**src/hw/trf_regs.vh**
```
// Register offsets, field positions, reset values and encoding constants of the formatter
`ifndef TRF_REGS_VH
`define TRF_REGS_VH
`define TRF_OFS_CONFIG 12'h000
`define TRF_OFS_RESOL 12'h004
`define TRF_OFS_LOC_RESULT 12'h008
`define TRF_OFS_REM_RESULT 12'h00C
`define TRF_OFS_ALARM_LIM 12'h010
`define TRF_OFS_THERMAL_FLAG_OUTPUT_LIM 12'h014
`define TRF_OFS_STATUS 12'h018
`define TRF_OFS_MASK 12'h01C
`define TRF_CFG_RANGE_BIT 2
`define TRF_CFG_RESET 8'h00
`define TRF_RESOL_RESET 2'h3
`define TRF_ALARM_LIM_RESET 32'h0000FF00
`define TRF_THERMAL_FLAG_OUTPUT_LIM_RESET 16'h7F7F
`define TRF_EXT_OFFSET 13'h0040
`define TRF_STD_MAX 8'h7F
`define TRF_EXT_MAX 8'hFF
`define TRF_ZERO_BYTE 8'h00
`define TRF_RES_HALF 2'h0
`define TRF_RES_QUARTER 2'h1
`define TRF_RES_EIGHTH 2'h2
`define TRF_RES_SIXTEENTH 2'h3
`define TRF_ST_LHIGH 0
`define TRF_ST_LLOW 1
`define TRF_ST_RHIGH 2
`define TRF_ST_RLOW 3
`define TRF_ST_LTHERM 4
`define TRF_ST_RTHERM 5
`define TRF_ST_CONV 6
`define TRF_ST_WIDTH 7
`endif

```
**src/hw/trf_formatter.v**
```verilog
// Temperature result formatter with APB registers, limit comparison and flag outputs
//
// Behaviour
// - Standard range: unsigned 0 to 127 degrees
// - Standard range clamps negatives to 00h
// - Standard range saturates above 127 to 7Fh
// - Config bit 2 selects extended range
// - Range change applies from next conversion
// - Extended range adds 64 to signed value
// - Extended codes span -64 to +191 degrees
// - Limits never reformatted on range change
// - Two bytes per channel, high byte whole
// - Low byte holds the fraction
// - Remote fraction fixed at sixteenth degree
// - Local fraction follows two-bit resolution select
// - Alarm on high or low limit breach
// - Thermal flag when above thermal limits
// - Flag pins only pull low or release
//
// Design decisions made here: the placing of the registers and the APB interface to the registers.
`timescale 1ns/100ps
`include "trf_regs.vh"
module trf_formatter #(
   parameter TEMP_W = 13
) (
   input wire pclk,
   input wire presetn,
   input wire psel,
   input wire penable,
   input wire pwrite,
   input wire [11:0] paddr,
   input wire [31:0] pwdata,
   output reg [31:0] prdata,
   output wire pready,
   output wire pslverr,
   input wire conv_clk,
   input wire conv_done,
   input wire [TEMP_W-1:0] local_temp,
   input wire [TEMP_W-1:0] remote_temp,
   output wire alarm_out,
   output wire alarm_oe,
   output wire thermal_flag_output,
   output wire thermal_flag_oe,
   output wire irq
);

////////////////////////////////////////////////////////////////////////////////
// Conversion link: clock and strobe are sampled; temps read each cycle the synced strobe is high
reg [2:0] clk_sync;
reg [1:0] done_sync;
wire conv_rise;
always @(posedge pclk or negedge presetn) begin
   if (!presetn) begin
      clk_sync <= 3'h0;
      done_sync <= 2'h0;
   end else begin
      clk_sync <= {clk_sync[1:0], conv_clk};
      done_sync <= {done_sync[0], conv_done};
   end
end
assign conv_rise = clk_sync[1] & ~clk_sync[2];
// Strobe is a level set up well before the link edge, so its second stage suffices
wire conv_take = conv_rise & done_sync[1];

// Temps are held stable by the converter while the strobe is high
// Only the second strobe stage may qualify the capture: the first can be metastable
reg [TEMP_W-1:0] loc_hold, rem_hold;
always @(posedge pclk or negedge presetn) begin
   if (!presetn) begin
      loc_hold <= {TEMP_W{1'b0}};
      rem_hold <= {TEMP_W{1'b0}};
   end else if (done_sync[1]) begin
      loc_hold <= local_temp;
      rem_hold <= remote_temp;
   end
end

////////////////////////////////////////////////////////////////////////////////
// Registers
reg [7:0] cfg;
reg [1:0] resol;
reg [31:0] alarm_lim;
reg [15:0] thermal_flag_output_lim;
reg [`TRF_ST_WIDTH-1:0] status, mask;
reg [15:0] loc_result, rem_result;
reg range_used;

wire wr = psel & penable & pwrite;
wire rd_ok = (paddr[11:5] == 7'h00) & (paddr[1:0] == 2'h0);
assign pready = 1'b1;
assign pslverr = psel & penable & ~rd_ok;

// Decoded write strobes, one per writable register
wire wr_cfg = wr & (paddr == `TRF_OFS_CONFIG);
wire wr_resol = wr & (paddr == `TRF_OFS_RESOL);
wire wr_alarm = wr & (paddr == `TRF_OFS_ALARM_LIM);
wire wr_thermal_flag_output = wr & (paddr == `TRF_OFS_THERMAL_FLAG_OUTPUT_LIM);
wire wr_status = wr & (paddr == `TRF_OFS_STATUS);
wire wr_mask = wr & (paddr == `TRF_OFS_MASK);

// Range in force for the next capture; stored results keep their own
wire range_sel = cfg[`TRF_CFG_RANGE_BIT];

// Local resolution select field, upper and lower bit
wire local_resolution_select_hi = resol[1];
wire local_resolution_select_lo = resol[0];
wire [1:0] loc_res_sel = {local_resolution_select_hi, local_resolution_select_lo};

////////////////////////////////////////////////////////////////////////////////
// Formatting: temps are signed, 4 fraction bits
// Bias of the extended code, at the width of the temperature word
localparam [TEMP_W-1:0] EXT_OFFSET = `TRF_EXT_OFFSET;
function [7:0] trf_high;
   input [TEMP_W-1:0] t;
   input ext;
   reg [TEMP_W-1:0] w;
   reg [TEMP_W-1:0] biased;
   begin
      w = {{4{t[TEMP_W-1]}}, t[TEMP_W-1:4]};
      biased = w + EXT_OFFSET;
      if (ext) begin
         // Clamp to the code span of the extended format
         if (biased[TEMP_W-1])
            trf_high = `TRF_ZERO_BYTE;
         else if (|biased[TEMP_W-2:8])
            trf_high = `TRF_EXT_MAX;
         else
            trf_high = biased[7:0];
      end else begin
         if (w[TEMP_W-1])
            trf_high = `TRF_ZERO_BYTE;
         else if (|w[TEMP_W-2:7])
            trf_high = `TRF_STD_MAX;
         else
            trf_high = w[7:0];
      end
   end
endfunction

// Values clamped below the span carry a zero fraction; values saturated high keep theirs
function [7:0] trf_low;
   input [TEMP_W-1:0] t;
   input [7:0] hi;
   input ext;
   input [1:0] res;
   reg [3:0] f;
   begin
      f = t[3:0];
      case (res)
         `TRF_RES_HALF: f = {f[3], 3'h0};
         `TRF_RES_QUARTER: f = {f[3:2], 2'h0};
         `TRF_RES_EIGHTH: f = {f[3:1], 1'h0};
         default: f = f;
      endcase
      // Below the code span: standard below zero, extended below the bias
      // A value just under zero in extended range still keeps its fraction
      if (hi == `TRF_ZERO_BYTE) begin
         if (ext) begin
            if (t[TEMP_W-1] & ~(t[TEMP_W-2] & t[TEMP_W-3]))
               f = 4'h0;
         end else begin
            if (t[TEMP_W-1])
               f = 4'h0;
         end
      end
      if ((!ext && hi == `TRF_STD_MAX) || (ext && hi == `TRF_EXT_MAX))
         f = t[3:0] & f;
      trf_low = {f, 4'h0};
   end
endfunction

////////////////////////////////////////////////////////////////////////////////
// Per-channel formatting: index 0 is local, index 1 is remote
localparam CH_LOC = 0;
localparam CH_REM = 1;
localparam CH_NUM = 2;

wire [TEMP_W-1:0] chan_hold [0:CH_NUM-1];
wire [1:0] chan_res [0:CH_NUM-1];
wire [7:0] chan_hi [0:CH_NUM-1];
wire [7:0] chan_lo [0:CH_NUM-1];

assign chan_hold[CH_LOC] = loc_hold;
assign chan_hold[CH_REM] = rem_hold;
assign chan_res[CH_LOC] = loc_res_sel;
// Remote fraction is not adjustable
assign chan_res[CH_REM] = `TRF_RES_SIXTEENTH;

genvar ch;
generate
   for (ch = 0; ch < CH_NUM; ch = ch + 1) begin : g_chan
      assign chan_hi[ch] = trf_high(chan_hold[ch], range_sel);
      assign chan_lo[ch] = trf_low(chan_hold[ch], chan_hi[ch], range_sel, chan_res[ch]);
   end
endgenerate

wire [7:0] loc_hi = chan_hi[CH_LOC];
wire [7:0] rem_hi = chan_hi[CH_REM];
wire [7:0] loc_lo = chan_lo[CH_LOC];
wire [7:0] rem_lo = chan_lo[CH_REM];

// Results and range latched together only on a completed conversion
always @(posedge pclk or negedge presetn) begin
   if (!presetn) begin
      loc_result <= 16'h0000;
      rem_result <= 16'h0000;
      range_used <= 1'b0;
   end else if (conv_take) begin
      loc_result <= {loc_hi, loc_lo};
      rem_result <= {rem_hi, rem_lo};
      range_used <= range_sel;
   end
end

////////////////////////////////////////////////////////////////////////////////
// Limit comparison on stored high bytes against raw limit codes
// Limits are compared as written: software owns the format
wire [7:0] lh_lim = alarm_lim[31:24];
wire [7:0] ll_lim = alarm_lim[23:16];
wire [7:0] rh_lim = alarm_lim[15:8];
wire [7:0] rl_lim = alarm_lim[7:0];
wire loc_high = loc_result[15:8] > lh_lim;
wire loc_low = loc_result[15:8] < ll_lim;
wire rem_high = rem_result[15:8] > rh_lim;
wire rem_low = rem_result[15:8] < rl_lim;
wire loc_thermal_flag_output = loc_result[15:8] > thermal_flag_output_lim[15:8];
wire rem_thermal_flag_output = rem_result[15:8] > thermal_flag_output_lim[7:0];

reg conv_seen;
always @(posedge pclk or negedge presetn) begin
   if (!presetn)
      conv_seen <= 1'b0;
   else
      conv_seen <= conv_take;
end

wire [`TRF_ST_WIDTH-1:0] events = conv_seen ?
   {1'b1, rem_thermal_flag_output, loc_thermal_flag_output, rem_low, rem_high, loc_low, loc_high} :
   {`TRF_ST_WIDTH{1'b0}};

reg alarm_lvl, thermal_flag_output_lvl;
always @(posedge pclk or negedge presetn) begin
   if (!presetn) begin
      alarm_lvl <= 1'b0;
      thermal_flag_output_lvl <= 1'b0;
   end else if (conv_seen) begin
      alarm_lvl <= loc_high | loc_low | rem_high | rem_low;
      thermal_flag_output_lvl <= loc_thermal_flag_output | rem_thermal_flag_output;
   end
end

// Open-drain: the data is always low, only the enable moves
assign alarm_out = 1'b0;
assign alarm_oe = alarm_lvl;
assign thermal_flag_output = 1'b0;
assign thermal_flag_oe = thermal_flag_output_lvl;

////////////////////////////////////////////////////////////////////////////////
// APB write side; set beats write-one-to-clear
always @(posedge pclk or negedge presetn) begin
   if (!presetn) begin
      cfg <= `TRF_CFG_RESET;
      resol <= `TRF_RESOL_RESET;
      alarm_lim <= `TRF_ALARM_LIM_RESET;
      thermal_flag_output_lim <= `TRF_THERMAL_FLAG_OUTPUT_LIM_RESET;
      mask <= {`TRF_ST_WIDTH{1'b0}};
      status <= {`TRF_ST_WIDTH{1'b0}};
   end else begin
      // A range write touches only the config: limits stay as written
      if (wr_cfg) begin
         cfg <= pwdata[7:0];
      end
      if (wr_resol) begin
         resol <= pwdata[1:0];
      end
      if (wr_alarm) begin
         alarm_lim <= pwdata;
      end
      if (wr_thermal_flag_output) begin
         thermal_flag_output_lim <= pwdata[15:0];
      end
      if (wr_mask) begin
         mask <= pwdata[`TRF_ST_WIDTH-1:0];
      end
      // An event in the clearing cycle survives the clear
      if (wr_status) begin
         status <= (status & ~pwdata[`TRF_ST_WIDTH-1:0]) | events;
      end else begin
         status <= status | events;
      end
   end
end

assign irq = |(status & mask);

////////////////////////////////////////////////////////////////////////////////
// APB read data, registered on the setup cycle so it is valid in the access phase
always @(posedge pclk or negedge presetn) begin
   if (!presetn)
      prdata <= 32'h00000000;
   else if (psel && !penable && !pwrite) begin
      case (paddr)
         `TRF_OFS_CONFIG: prdata <= {24'h000000, cfg};
         `TRF_OFS_RESOL: prdata <= {30'h00000000, resol};
         `TRF_OFS_LOC_RESULT: prdata <= {15'h0000, range_used, loc_result};
         `TRF_OFS_REM_RESULT: prdata <= {15'h0000, range_used, rem_result};
         `TRF_OFS_ALARM_LIM: prdata <= alarm_lim;
         `TRF_OFS_THERMAL_FLAG_OUTPUT_LIM: prdata <= {16'h0000, thermal_flag_output_lim};
         `TRF_OFS_STATUS: prdata <= {25'h0000000, status};
         `TRF_OFS_MASK: prdata <= {25'h0000000, mask};
         default: prdata <= 32'h00000000;
      endcase
   end
end

endmodule // trf_formatter

```
**config.mk**
```make
export PLATFORM = sky130hd
export DESIGN_NAME = trf_formatter
export DESIGN_NICKNAME = d
export VERILOG_FILES = /design/src/hw/trf_formatter.v
export VERILOG_INCLUDE_DIRS = /design/src /design/src/hw
export SDC_FILE = /design/constraint.sdc
export NUM_CORES = 1
export LEC_CHECK = 0
export ABC_AREA = 1
export BUFFER_PORTS_ARGS = -buffer_cell sky130_fd_sc_hd__buf_2
export CORE_ASPECT_RATIO = 0.7
export CORE_MARGIN = 2
export CORE_UTILIZATION = 36
export CTS_BUF_LIST = sky130_fd_sc_hd__clkbuf_4 sky130_fd_sc_hd__clkbuf_8 sky130_fd_sc_hd__clkbuf_16
export DETAILED_ROUTE_END_ITERATION = 10
export GPL_TIMING_DRIVEN = 0
export SYNTH_ARGS = -nofsm -noshare
export SYNTH_HDL_FRONTEND = slang
export SYNTH_SLANG_ARGS = --single-unit
```
**constraint.sdc**
```tcl
create_clock -name pclk -period 4.5 [get_ports pclk]
set_clock_uncertainty 0.15 [all_clocks]
set_input_delay 0.45 -clock pclk [delete_from_list [all_inputs] [get_ports pclk]]
set_output_delay 0.45 -clock pclk [all_outputs]
set_load 0.02 [all_outputs]
```
==> results of run 1 <==
final cells by class:
| class | instances | share of cell area |
|---|---|---|
| well taps | 318 | 0.0382 |
| inverters | 113 | 0.0407 |
| flip-flops and latches | 163 | 0.394 |
| repair buffers | 116 | 0.0603 |
| multi-input cells | 757 | 0.388 |
| plain buffers | 34 | 0.0228 |
| clock inverters | 15 | 0.0154 |
| clock buffers | 17 | 0.0408 |
power breakdown:
part	switching [mW]	leakage, nW	internal, mW
clock	0.725	0.286	0.747
sequential	0.0854	1.97	1.53
combinational	0.267	3.10	0.165
total	1.08	5.35	2.44
flip-flops by register name, indices dropped and copies added (netlist names), 8 cells and up:
name and cells:
loc_hold 13, loc_result 12, rem_result 12, alarm_lim 32, cfg 8, rem_hold 13, prdata 32, thermal_flag_output_lim 16
metal layers:
layer  wire (um)  GRT usage  vias to the layer above
li1            -          -                     3725
met1       12500      0.307                     3540
met2       10800      0.301                      211
met3        1600     0.0489                       27
met4         353     0.0560                        0
met5           0          0                        -
stage by stage:
step	worst slack (ns)	utilization
4_1_cts	2.17	0.438
6_report	2.15	0.438
5_1_grt	1.88	0.438
3_5_place_dp	2.18	0.412
3_3_place_gp	0.244	0.410
2_1_floorplan	2.58	-
worst reg2reg max path, stage by stage (launching register included):
cell,delay [ns]
dfstp_2,0.56
inv_1,0.05
ha_1,0.30
a21oi_1,0.15
o21ai_0,0.07
and2_0,0.13
o21ai_0,0.60
nand3_1,0.18
layout by cell type (no fill, tap or decap), drive strengths merged, types with 3 or more instances in the layout:
cell type and count:
o21ai 131, mux2 12, a31oi 6, dfrtp 139, nor3 9, a21oi 39
nand4 5, buf 133, dlygate4sd3 3, nand2 338, inv 124, clkbuf 31
dfstp 24, o21a 4, ha 50, nand3 63, conb 3, clkinv 3
nor2 91
kinds of logic (layout without fill, tap and decap cells):
logic type,Yosys count,after routing,share of synthesized area
mux,12,12,0.0153
simple gates,507,507,0.250
flops,163,163,0.466
other cells,2,3,0.000853
fa+ha+maj,50,50,0.0710
buf+inv,147,295,0.0751
compound gates,185,185,0.121
worst max-delay path by stage:
stage                                   to  slack, ns
2_1_floorplan    loc_result[7]$_DFFE_PN0P_       2.58
3_3_place_gp      rem_hold[11]$_DFFE_PN0P_       0.24
3_5_place_dp         prdata[5]$_DFFE_PN0P_       2.18
4_1_cts        thermal_flag_oe$_DFFE_PN0P_       2.17
5_1_grt          loc_result[6]$_DFFE_PN0P_       1.88
6_report       thermal_flag_oe$_DFFE_PN0P_       2.15
==> results.yml, run 1 <==
route:
  route.vias.total: 7503
  viasPerCell: 4.89
  wl_per_cell_um: 16.4
  drt_iter0_drc: 524
  drc: 0
  ant_nets: 0
  wl_um: 25200
  dr.pass1.iters: 5
yosys:
  yosysMostFrequentCell: "nand2_1"
  syn_avg_cell_area_sq_um: 8.26
  synth_top_area_frac: 0.395
  ys.flop_type: "dfrtp_1"
  synthCells: 1066
  synth-seq-area-share: 0.466
  yosys-top-cells-area: "dfrtp_1 (39%), nand2_1 (14%), dfstp_2 (7.2%)"
  synth_edf_count: 0
  ys_ff_latch: 163
  synth_top_area_cell: "dfrtp_1"
  ys_types: 39
  async_reset_ff_frac: 1.00
  yosys-top-cells-count: "nand2_1 (329), dfrtp_1 (139), inv_1 (109), nor2_1 (80), o21ai_0 (71)"
  synth_warnings: 0
  syn-cell-area_sq_um: 8810
final_layout:
  fillers: 2418
  design_area_sq_um: 10400
  multiInputGateArea_sq_um: 4040
  drive_gt1_frac: 0.216
  fin_nets: 1329
  final_cells: 1533
  diodes: 0
  area_delta_synth_final_pct: 18.3
  regArea_sq_um: 4110
global_routing:
  grt_pass1_wl_um: 40000
  grt_usage: 0.207
  grt-ovfl-total: 0
  grt_pass1_vias: 7331
  grt_max_degree: 90
  antenna_found_initial: 0
critical_path:
  reg2reg_from: "thermal_flag_output_lim[9]$_DFFE_PN1P_"
  path_depth: 7
  path_cells: "inv_1 -> ha_1 -> a21oi_1 -> o21ai_0 -> and2_0 -> o21ai_0 -> nand3_1"
  critPathKind: "reg2reg"
  crit_buf_inv: 1
  cp-startpoint: "thermal_flag_output_lim[9]$_DFFE_PN1P_"
  rr_worst_depth: 7
  r2r_setup_slack_ns: 2.15
  cp_max_fo: 3
  worstPathRequired_ns: 4.63
  r2r-end: "thermal_flag_oe$_DFFE_PN0P_"
  start_kind: "flop"
  critical_path.top_delay_family: "compound AO/OA/AOI/OAI gates"
  worst_setup_path_end_kind: "flop"
  critical_path.slowest_cell: "o21ai_0"
  slowest_delay_ns: 0.60
  path_common_cell: "o21ai_0"
  cp_data_arrival_time_ns: 2.49
sta:
  hold-worst-slack_ns: 0.0514
  setup_viol: 0
  tightest_slew_ns: 0.752
  timing.fmax_mhz: 425
  max_slew_margin: 0.494
  hold_viol_final: 0
  finalMaxSlewViolations: 0
  rsz0062_at_grt: "false"
  period_minus_slack_ns: 2.35
  tns_ns: 0
  min_period_over_period: 0.523
clocking:
  postCtsSetupBuffers: 0
  clock_path_buffers: 2
  ctsRootBufferMaster: "clkbuf_16"
  cts_made_buffers: 17
  numClockSinks: 163
  cts_tree: "done"
  clk_pin_slew_ns: 0.08
  ctsHoldBuffers: 3
  clk_latency_ns: 0.45
  ctsResizeCount: 0
  htreeDepth: 4
floorplan:
  dieArea_sq_um: 25800
  num_rows: 47
  coreArea_sq_um: 23800
  num_io_pins: 116
  die_w_um: 191
  start_util: 0.370
  die_height_um: 135
power_and_ir_drop:
  p_leak_nw: 5.35
  power.total_mw: 3.52
  p_per_area_nw_per_um2: 337
  vdd_drop_max_v: 0.000278
hold_path:
  hold_end: "loc_hold[5]$_DFFE_PN0P_"
  min_path_type: "in2reg"
  hold_path_depth: 3
  min_from: "local_temp[5]"
placement:
  dpl-instance-area_sq_um: 9810
  gp_congestion: 0.876
  portBuffers: 112
  dp.cells: 1498
  hpwl_um: 19000
outcome:
  status: "complete, no violations"
run:
  maxCapViolCount: 0
Power figures use the tool's default switching activity.
==> run 2, diff against run 1 <==
==> constraint.sdc (replaced) <==
create_clock -name pclk -period 2 [get_ports pclk]
set_clock_uncertainty 0.15 [all_clocks]
set_input_delay 0.2 -clock pclk [delete_from_list [all_inputs] [get_ports pclk]]
set_output_delay 0.2 -clock pclk [all_outputs]
set_load 0.02 [all_outputs]
==> run 2 against run 1 <==
Via count grew 3.7%. First-iteration DRC count shrank 0.95%. Hold slack lost 0.027 ns. Sequential power grew 120%. Largest power group unchanged. Utilization grew 2.8 points. Combinational power grew to 2.6 times the previous value. Die area is the same. Non-clock buffer count grew 60. Routed wire length grew 2.2%. Clock power grew 120%.
==> results.yml, run 2 (synthesis gave the netlist of run 1 again) <==
route:
  wl_um: 25700
  route.vias.total: 7780
  dr.pass1.iters: 5
  wl_per_cell_um: 16.2
  ant_nets: 0
  highest_layer: "met4"
  drt_iter0_drc: 519
  wl_met3_um: 1520
  drt-met1-wl_um: 12800
  viasPerCell: 4.88
  wl_met2_um: 11000
  drc: 0
sta:
  hold_viol_final: 0
  setup_viol: 0
  max_slew_margin: 0.563
  timing.fmax_mhz: 510
  period_minus_slack_ns: 1.96
  hold-worst-slack_ns: 0.0240
  min_period_over_period: 0.980
  tightest_slew_ns: 0.655
  finalMaxSlewViolations: 0
clocking:
  cts_made_buffers: 17
  numClockSinks: 163
  ctsRootBufferMaster: "clkbuf_16"
  clk_latency_ns: 0.45
  cts_tree: "done"
  clock_path_buffers: 2
  htreeDepth: 4
  clk_pin_slew_ns: 0.07
power_and_ir_drop:
  p_sw_mw: 2.46
  combPwrFrac: 0.140
  p_leak_nw: 5.62
  pwr-share-seq: 0.450
  vdd_drop_max_v: 0.000627
  p_per_area_nw_per_um2: 726
  internal_power_mw: 5.59
  power.share.clock: 0.410
  p_sw_frac: 0.306
critical_path:
  start_kind: "flop"
  critPathKind: "reg2reg"
  worst_setup_path_end_kind: "flop"
  worstPathRequired_ns: 2.17
  cp_data_arrival_time_ns: 2.13
  cp_max_fo: 3
floorplan:
  dieArea_sq_um: 25800
  die_w_um: 191
  start_util: 0.370
  num_io_pins: 116
  die_height_um: 135
  coreArea_sq_um: 23800
  num_rows: 47
global_routing:
  grt-ovfl-total: 0
  grt_pass1_vias: 7532
  grt_max_degree: 90
  grt_usage: 0.210
  grt_pass1_wl_um: 40700
  antenna_found_initial: 0
final_layout:
  fillers: 2352
  area_delta_synth_final_pct: 26.0
  design_area_sq_um: 11100
  reg_top3: "alarm_lim (32), prdata (32), thermal_flag_output_lim (16)"
  fin_nets: 1389
  drive_gt1_frac: 0.222
  diodes: 0
  layout_commonest_cell: "nand2_1"
  final_cell_mix: "nand2_1 (327), dfrtp_1 (137), buf_2 (116)"
outcome:
  status: "complete, no violations"
placement:
  portBuffers: 112
  hpwl_um: 19000
  gp_congestion: 0.876
  dpl-instance-area_sq_um: 9810
hold_path:
  min_path_type: "in2reg"
run:
  maxCapViolCount: 0
-- run 2: cell count changes in the layout (fill, tap and decap cells not counted), sizes merged --
cell and change:
dlygate4sd3 +56, buf +5, clkbuf -1
-- run 2: power by group through the flow --
stage               sequential (mW)  combinational (mW)  clock (mW)
global route                   3.64                1.30        3.54
floorplan                      3.61               0.615           0
finish                         3.62                1.13        3.30
global placement               3.69               0.940           0
detailed placement             3.69               0.973           0
CTS                            3.62                1.10        3.37
-- run 2: final cells by class --
type                            count  area, sq um  area share
Inverter                          113          424      0.0382
Multi-Input combinational cell    757         4120       0.371
Clock inverter                     15          160      0.0144
Clock buffer                       17          425      0.0383
Buffer                             33          234      0.0211
Timing Repair Buffer              177         1230       0.111
Tap cell                          318          398      0.0359
Sequential cell                   163         4110       0.371
-- run 2: what timing repair did --
action,in CTS,in global routing
setup endpoints to repair,14,11
setup buffers,4,1
resized for setup,10,17
pin swaps,0,5
hold endpoints to repair,153,0
hold buffers,59,0
-- run 2: per-stage QoR --
step	util	setup TNS, ns	worst slack [ns]	power [mW]	std cells
finish	0.466	0	0.0410	8.05	1593
CTS	0.463	0	0.0190	8.09	1592
floorplan	-	0	0.0753	4.22	1067
global placement	0.410	-302.86	-2.01	4.63	1497
detailed placement	0.412	-3.18	-0.297	4.66	1498
global route	0.466	-0.144	-0.0743	8.48	1593
-- run 2: layer usage --
layer	global-route usage	vias up
met3	0.0450	38
met4	0.0560	0
met2	0.311	226
met1	0.310	3672
li1	-	3844
met5	0	-
-- run 2: final timing paths --
path,from,end,slack [ns],cells after the start
setup / recovery,thermal_flag_output_lim[11]$_DFFE_PN1P_,thermal_flag_oe$_DFFE_PN0P_,0.04,7
hold / removal,paddr[6],prdata[3]$_DFFE_PN0P_,0.02,6
setup reg to reg,thermal_flag_output_lim[11]$_DFFE_PN1P_,thermal_flag_oe$_DFFE_PN0P_,0.04,7
hold reg to reg,clk_sync[0]$_DFF_PN0_,clk_sync[1]$_DFF_PN0_,0.21,0
max in group asynchronous,presetn,thermal_flag_output_lim[5]$_DFFE_PN1P_,0.67,3
min in group asynchronous,presetn,prdata[29]$_DFFE_PN0P_,0.14,2
-- run 2: critical path: stages (launching register included) --
cell	delay [ns]
dfstp_2	0.55
inv_1	0.04
ha_1	0.29
a21oi_1	0.15
o21ai_0	0.11
and2_1	0.18
o21ai_4	0.25
nand3_2	0.10
==> run 3, diff against run 2 <==
==> constraint.sdc (replaced) <==
create_clock -name pclk -period 2 [get_ports pclk]
set_clock_uncertainty 0.15 [all_clocks]
set_input_delay 0.2 -clock pclk [delete_from_list [all_inputs] [get_ports pclk]]
set_output_delay 0.2 -clock pclk [all_outputs]
set_load 0.01 [all_outputs]
==> run 3 against run 2 <==
Critical path depth unchanged. Final cell count unchanged. Combinational power about the same. Flip-flop and latch count unchanged. Register-to-register slack about the same. Sequential power about the same. Clock-buffer cell count unchanged. Largest power group unchanged.
==> results.yml, run 3 (synthesis gave the netlist of run 1 again) <==
final_layout:
  reg_top3: "alarm_lim (32), prdata (32), thermal_flag_output_lim (16)"
  diodes: 0
  fin_nets: 1389
  layout_commonest_cell: "nand2_1"
  design_area_sq_um: 11100
  final_cell_mix: "nand2_1 (327), dfrtp_1 (137), buf_2 (116)"
  final_cells: 1593
  drive_gt1_frac: 0.222
  area_delta_synth_final_pct: 26.0
  fillers: 2352
global_routing:
  grt_usage: 0.210
  antenna_found_initial: 0
  grt_pass1_vias: 7532
  grt_max_degree: 90
  grt-ovfl-total: 0
  grt_pass1_wl_um: 40700
floorplan:
  die_height_um: 135
  num_rows: 47
  dieArea_sq_um: 25800
  start_util: 0.370
  num_io_pins: 116
  coreArea_sq_um: 23800
  die_w_um: 191
placement:
  hpwl_um: 19000
  gp_congestion: 0.876
  dp.cells: 1498
  pre_cts_slack_ns: -0.297
  portBuffers: 112
  dpl-instance-area_sq_um: 9810
route:
  ant_nets: 0
  drt_iter0_drc: 572
  dr.pass1.iters: 5
  viasPerCell: 4.87
  route.vias.total: 7751
  wl_um: 25800
  wl_per_cell_um: 16.2
  drc: 0
critical_path:
  worst_setup_path_end_kind: "flop"
  reg2reg_from: "thermal_flag_output_lim[11]$_DFFE_PN1P_"
  start_kind: "flop"
  rr_worst_depth: 7
  critPathKind: "reg2reg"
  r2r_setup_slack_ns: 0.04
  cp_max_fo: 3
  r2r-end: "thermal_flag_oe$_DFFE_PN0P_"
  worstPathRequired_ns: 2.17
  cp-startpoint: "thermal_flag_output_lim[11]$_DFFE_PN1P_"
  cp_data_arrival_time_ns: 2.14
power_and_ir_drop:
  power.total_mw: 8.05
  p_leak_nw: 5.62
  p_per_area_nw_per_um2: 726
  vdd_drop_max_v: 0.000629
clocking:
  cts_tree: "done"
  clk_pin_slew_ns: 0.07
  numClockSinks: 163
  clk_latency_ns: 0.45
  ctsRootBufferMaster: "clkbuf_16"
  clock_path_buffers: 2
  htreeDepth: 4
  cts_made_buffers: 17
outcome:
  status: "complete, no violations"
sta:
  hold-worst-slack_ns: 0.0264
  fin_ws_ns: 0.0383
  hold_viol_final: 0
  timing.fmax_mhz: 510
  max_slew_margin: 0.576
  finalMaxSlewViolations: 0
  setup_viol: 0
  period_minus_slack_ns: 1.96
  tightest_slew_ns: 0.636
  min_period_over_period: 0.981
hold_path:
  min_path_type: "in2reg"
  hold_end: "prdata[3]$_DFFE_PN0P_"
  hold_path_depth: 6
  min_from: "paddr[6]"
run:
  maxCapViolCount: 0
-- run 3: critical path: stages, from the launching register on --
cell and delay (ns):
dfstp_2 0.55, inv_1 0.04, ha_1 0.29, a21oi_1 0.15
o21ai_0 0.10, and2_1 0.18, o21ai_4 0.26, nand3_2 0.10
-- run 3: area by class of cell --
| class | count | area [sq um] | share of cell area |
|---|---|---|---|
| plain buffers | 33 | 234 | 0.0211 |
| clock buffers | 17 | 425 | 0.0383 |
| clock inverters | 15 | 160 | 0.0144 |
| inverters | 113 | 424 | 0.0382 |
| multi-input cells | 757 | 4120 | 0.371 |
| flip-flops and latches | 163 | 4110 | 0.371 |
| well taps | 318 | 398 | 0.0359 |
| repair buffers | 177 | 1230 | 0.111 |
-- run 3: power by group --
group / total [mW] / leakage [nW] / switching (mW) / internal [mW]
logic: 1.11 / 3.37 / 0.637 / 0.476
clock network: 3.31 / 0.286 / 1.63 / 1.68
registers: 3.62 / 1.97 / 0.187 / 3.44
-- run 3: what timing repair did --
item / CTS / global route
resized for setup: 10 / 17
hold endpoints to repair: 153 / 0
setup buffers: 4 / 1
hold buffers: 59 / 0
setup endpoints to repair: 14 / 10
pin swaps: 0 / 4
-- run 3: how the worst max path moves through the flow --
stage	end	cells after the start
6_report	thermal_flag_oe$_DFFE_PN0P_	7
5_1_grt	thermal_flag_oe$_DFFE_PN0P_	7
4_1_cts	rem_result[7]$_DFFE_PN0P_	10
3_5_place_dp	loc_result[4]$_DFFE_PN0P_	13
3_3_place_gp	rem_hold[11]$_DFFE_PN0P_	1
2_1_floorplan	loc_result[7]$_DFFE_PN0P_	13
-- run 3: per-layer routing --
metal  part of all wire  vias to the layer above  GRT usage  routed length (um)
met2               0.43                      198      0.311               11100
met3              0.055                       25     0.0450                1430
li1                   -                     3844          -                   -
met1               0.50                     3684      0.310               12900
met4              0.014                        0     0.0560                 355
met5                  0                        -          0                   0
-- run 3: per-stage QoR --
stage	utilization	TNS, ns
4_1_cts	0.463	0
3_3_place_gp	0.410	-302.86
6_report	0.466	0
5_1_grt	0.466	-0.144
2_1_floorplan	-	0
3_5_place_dp	0.412	-3.18
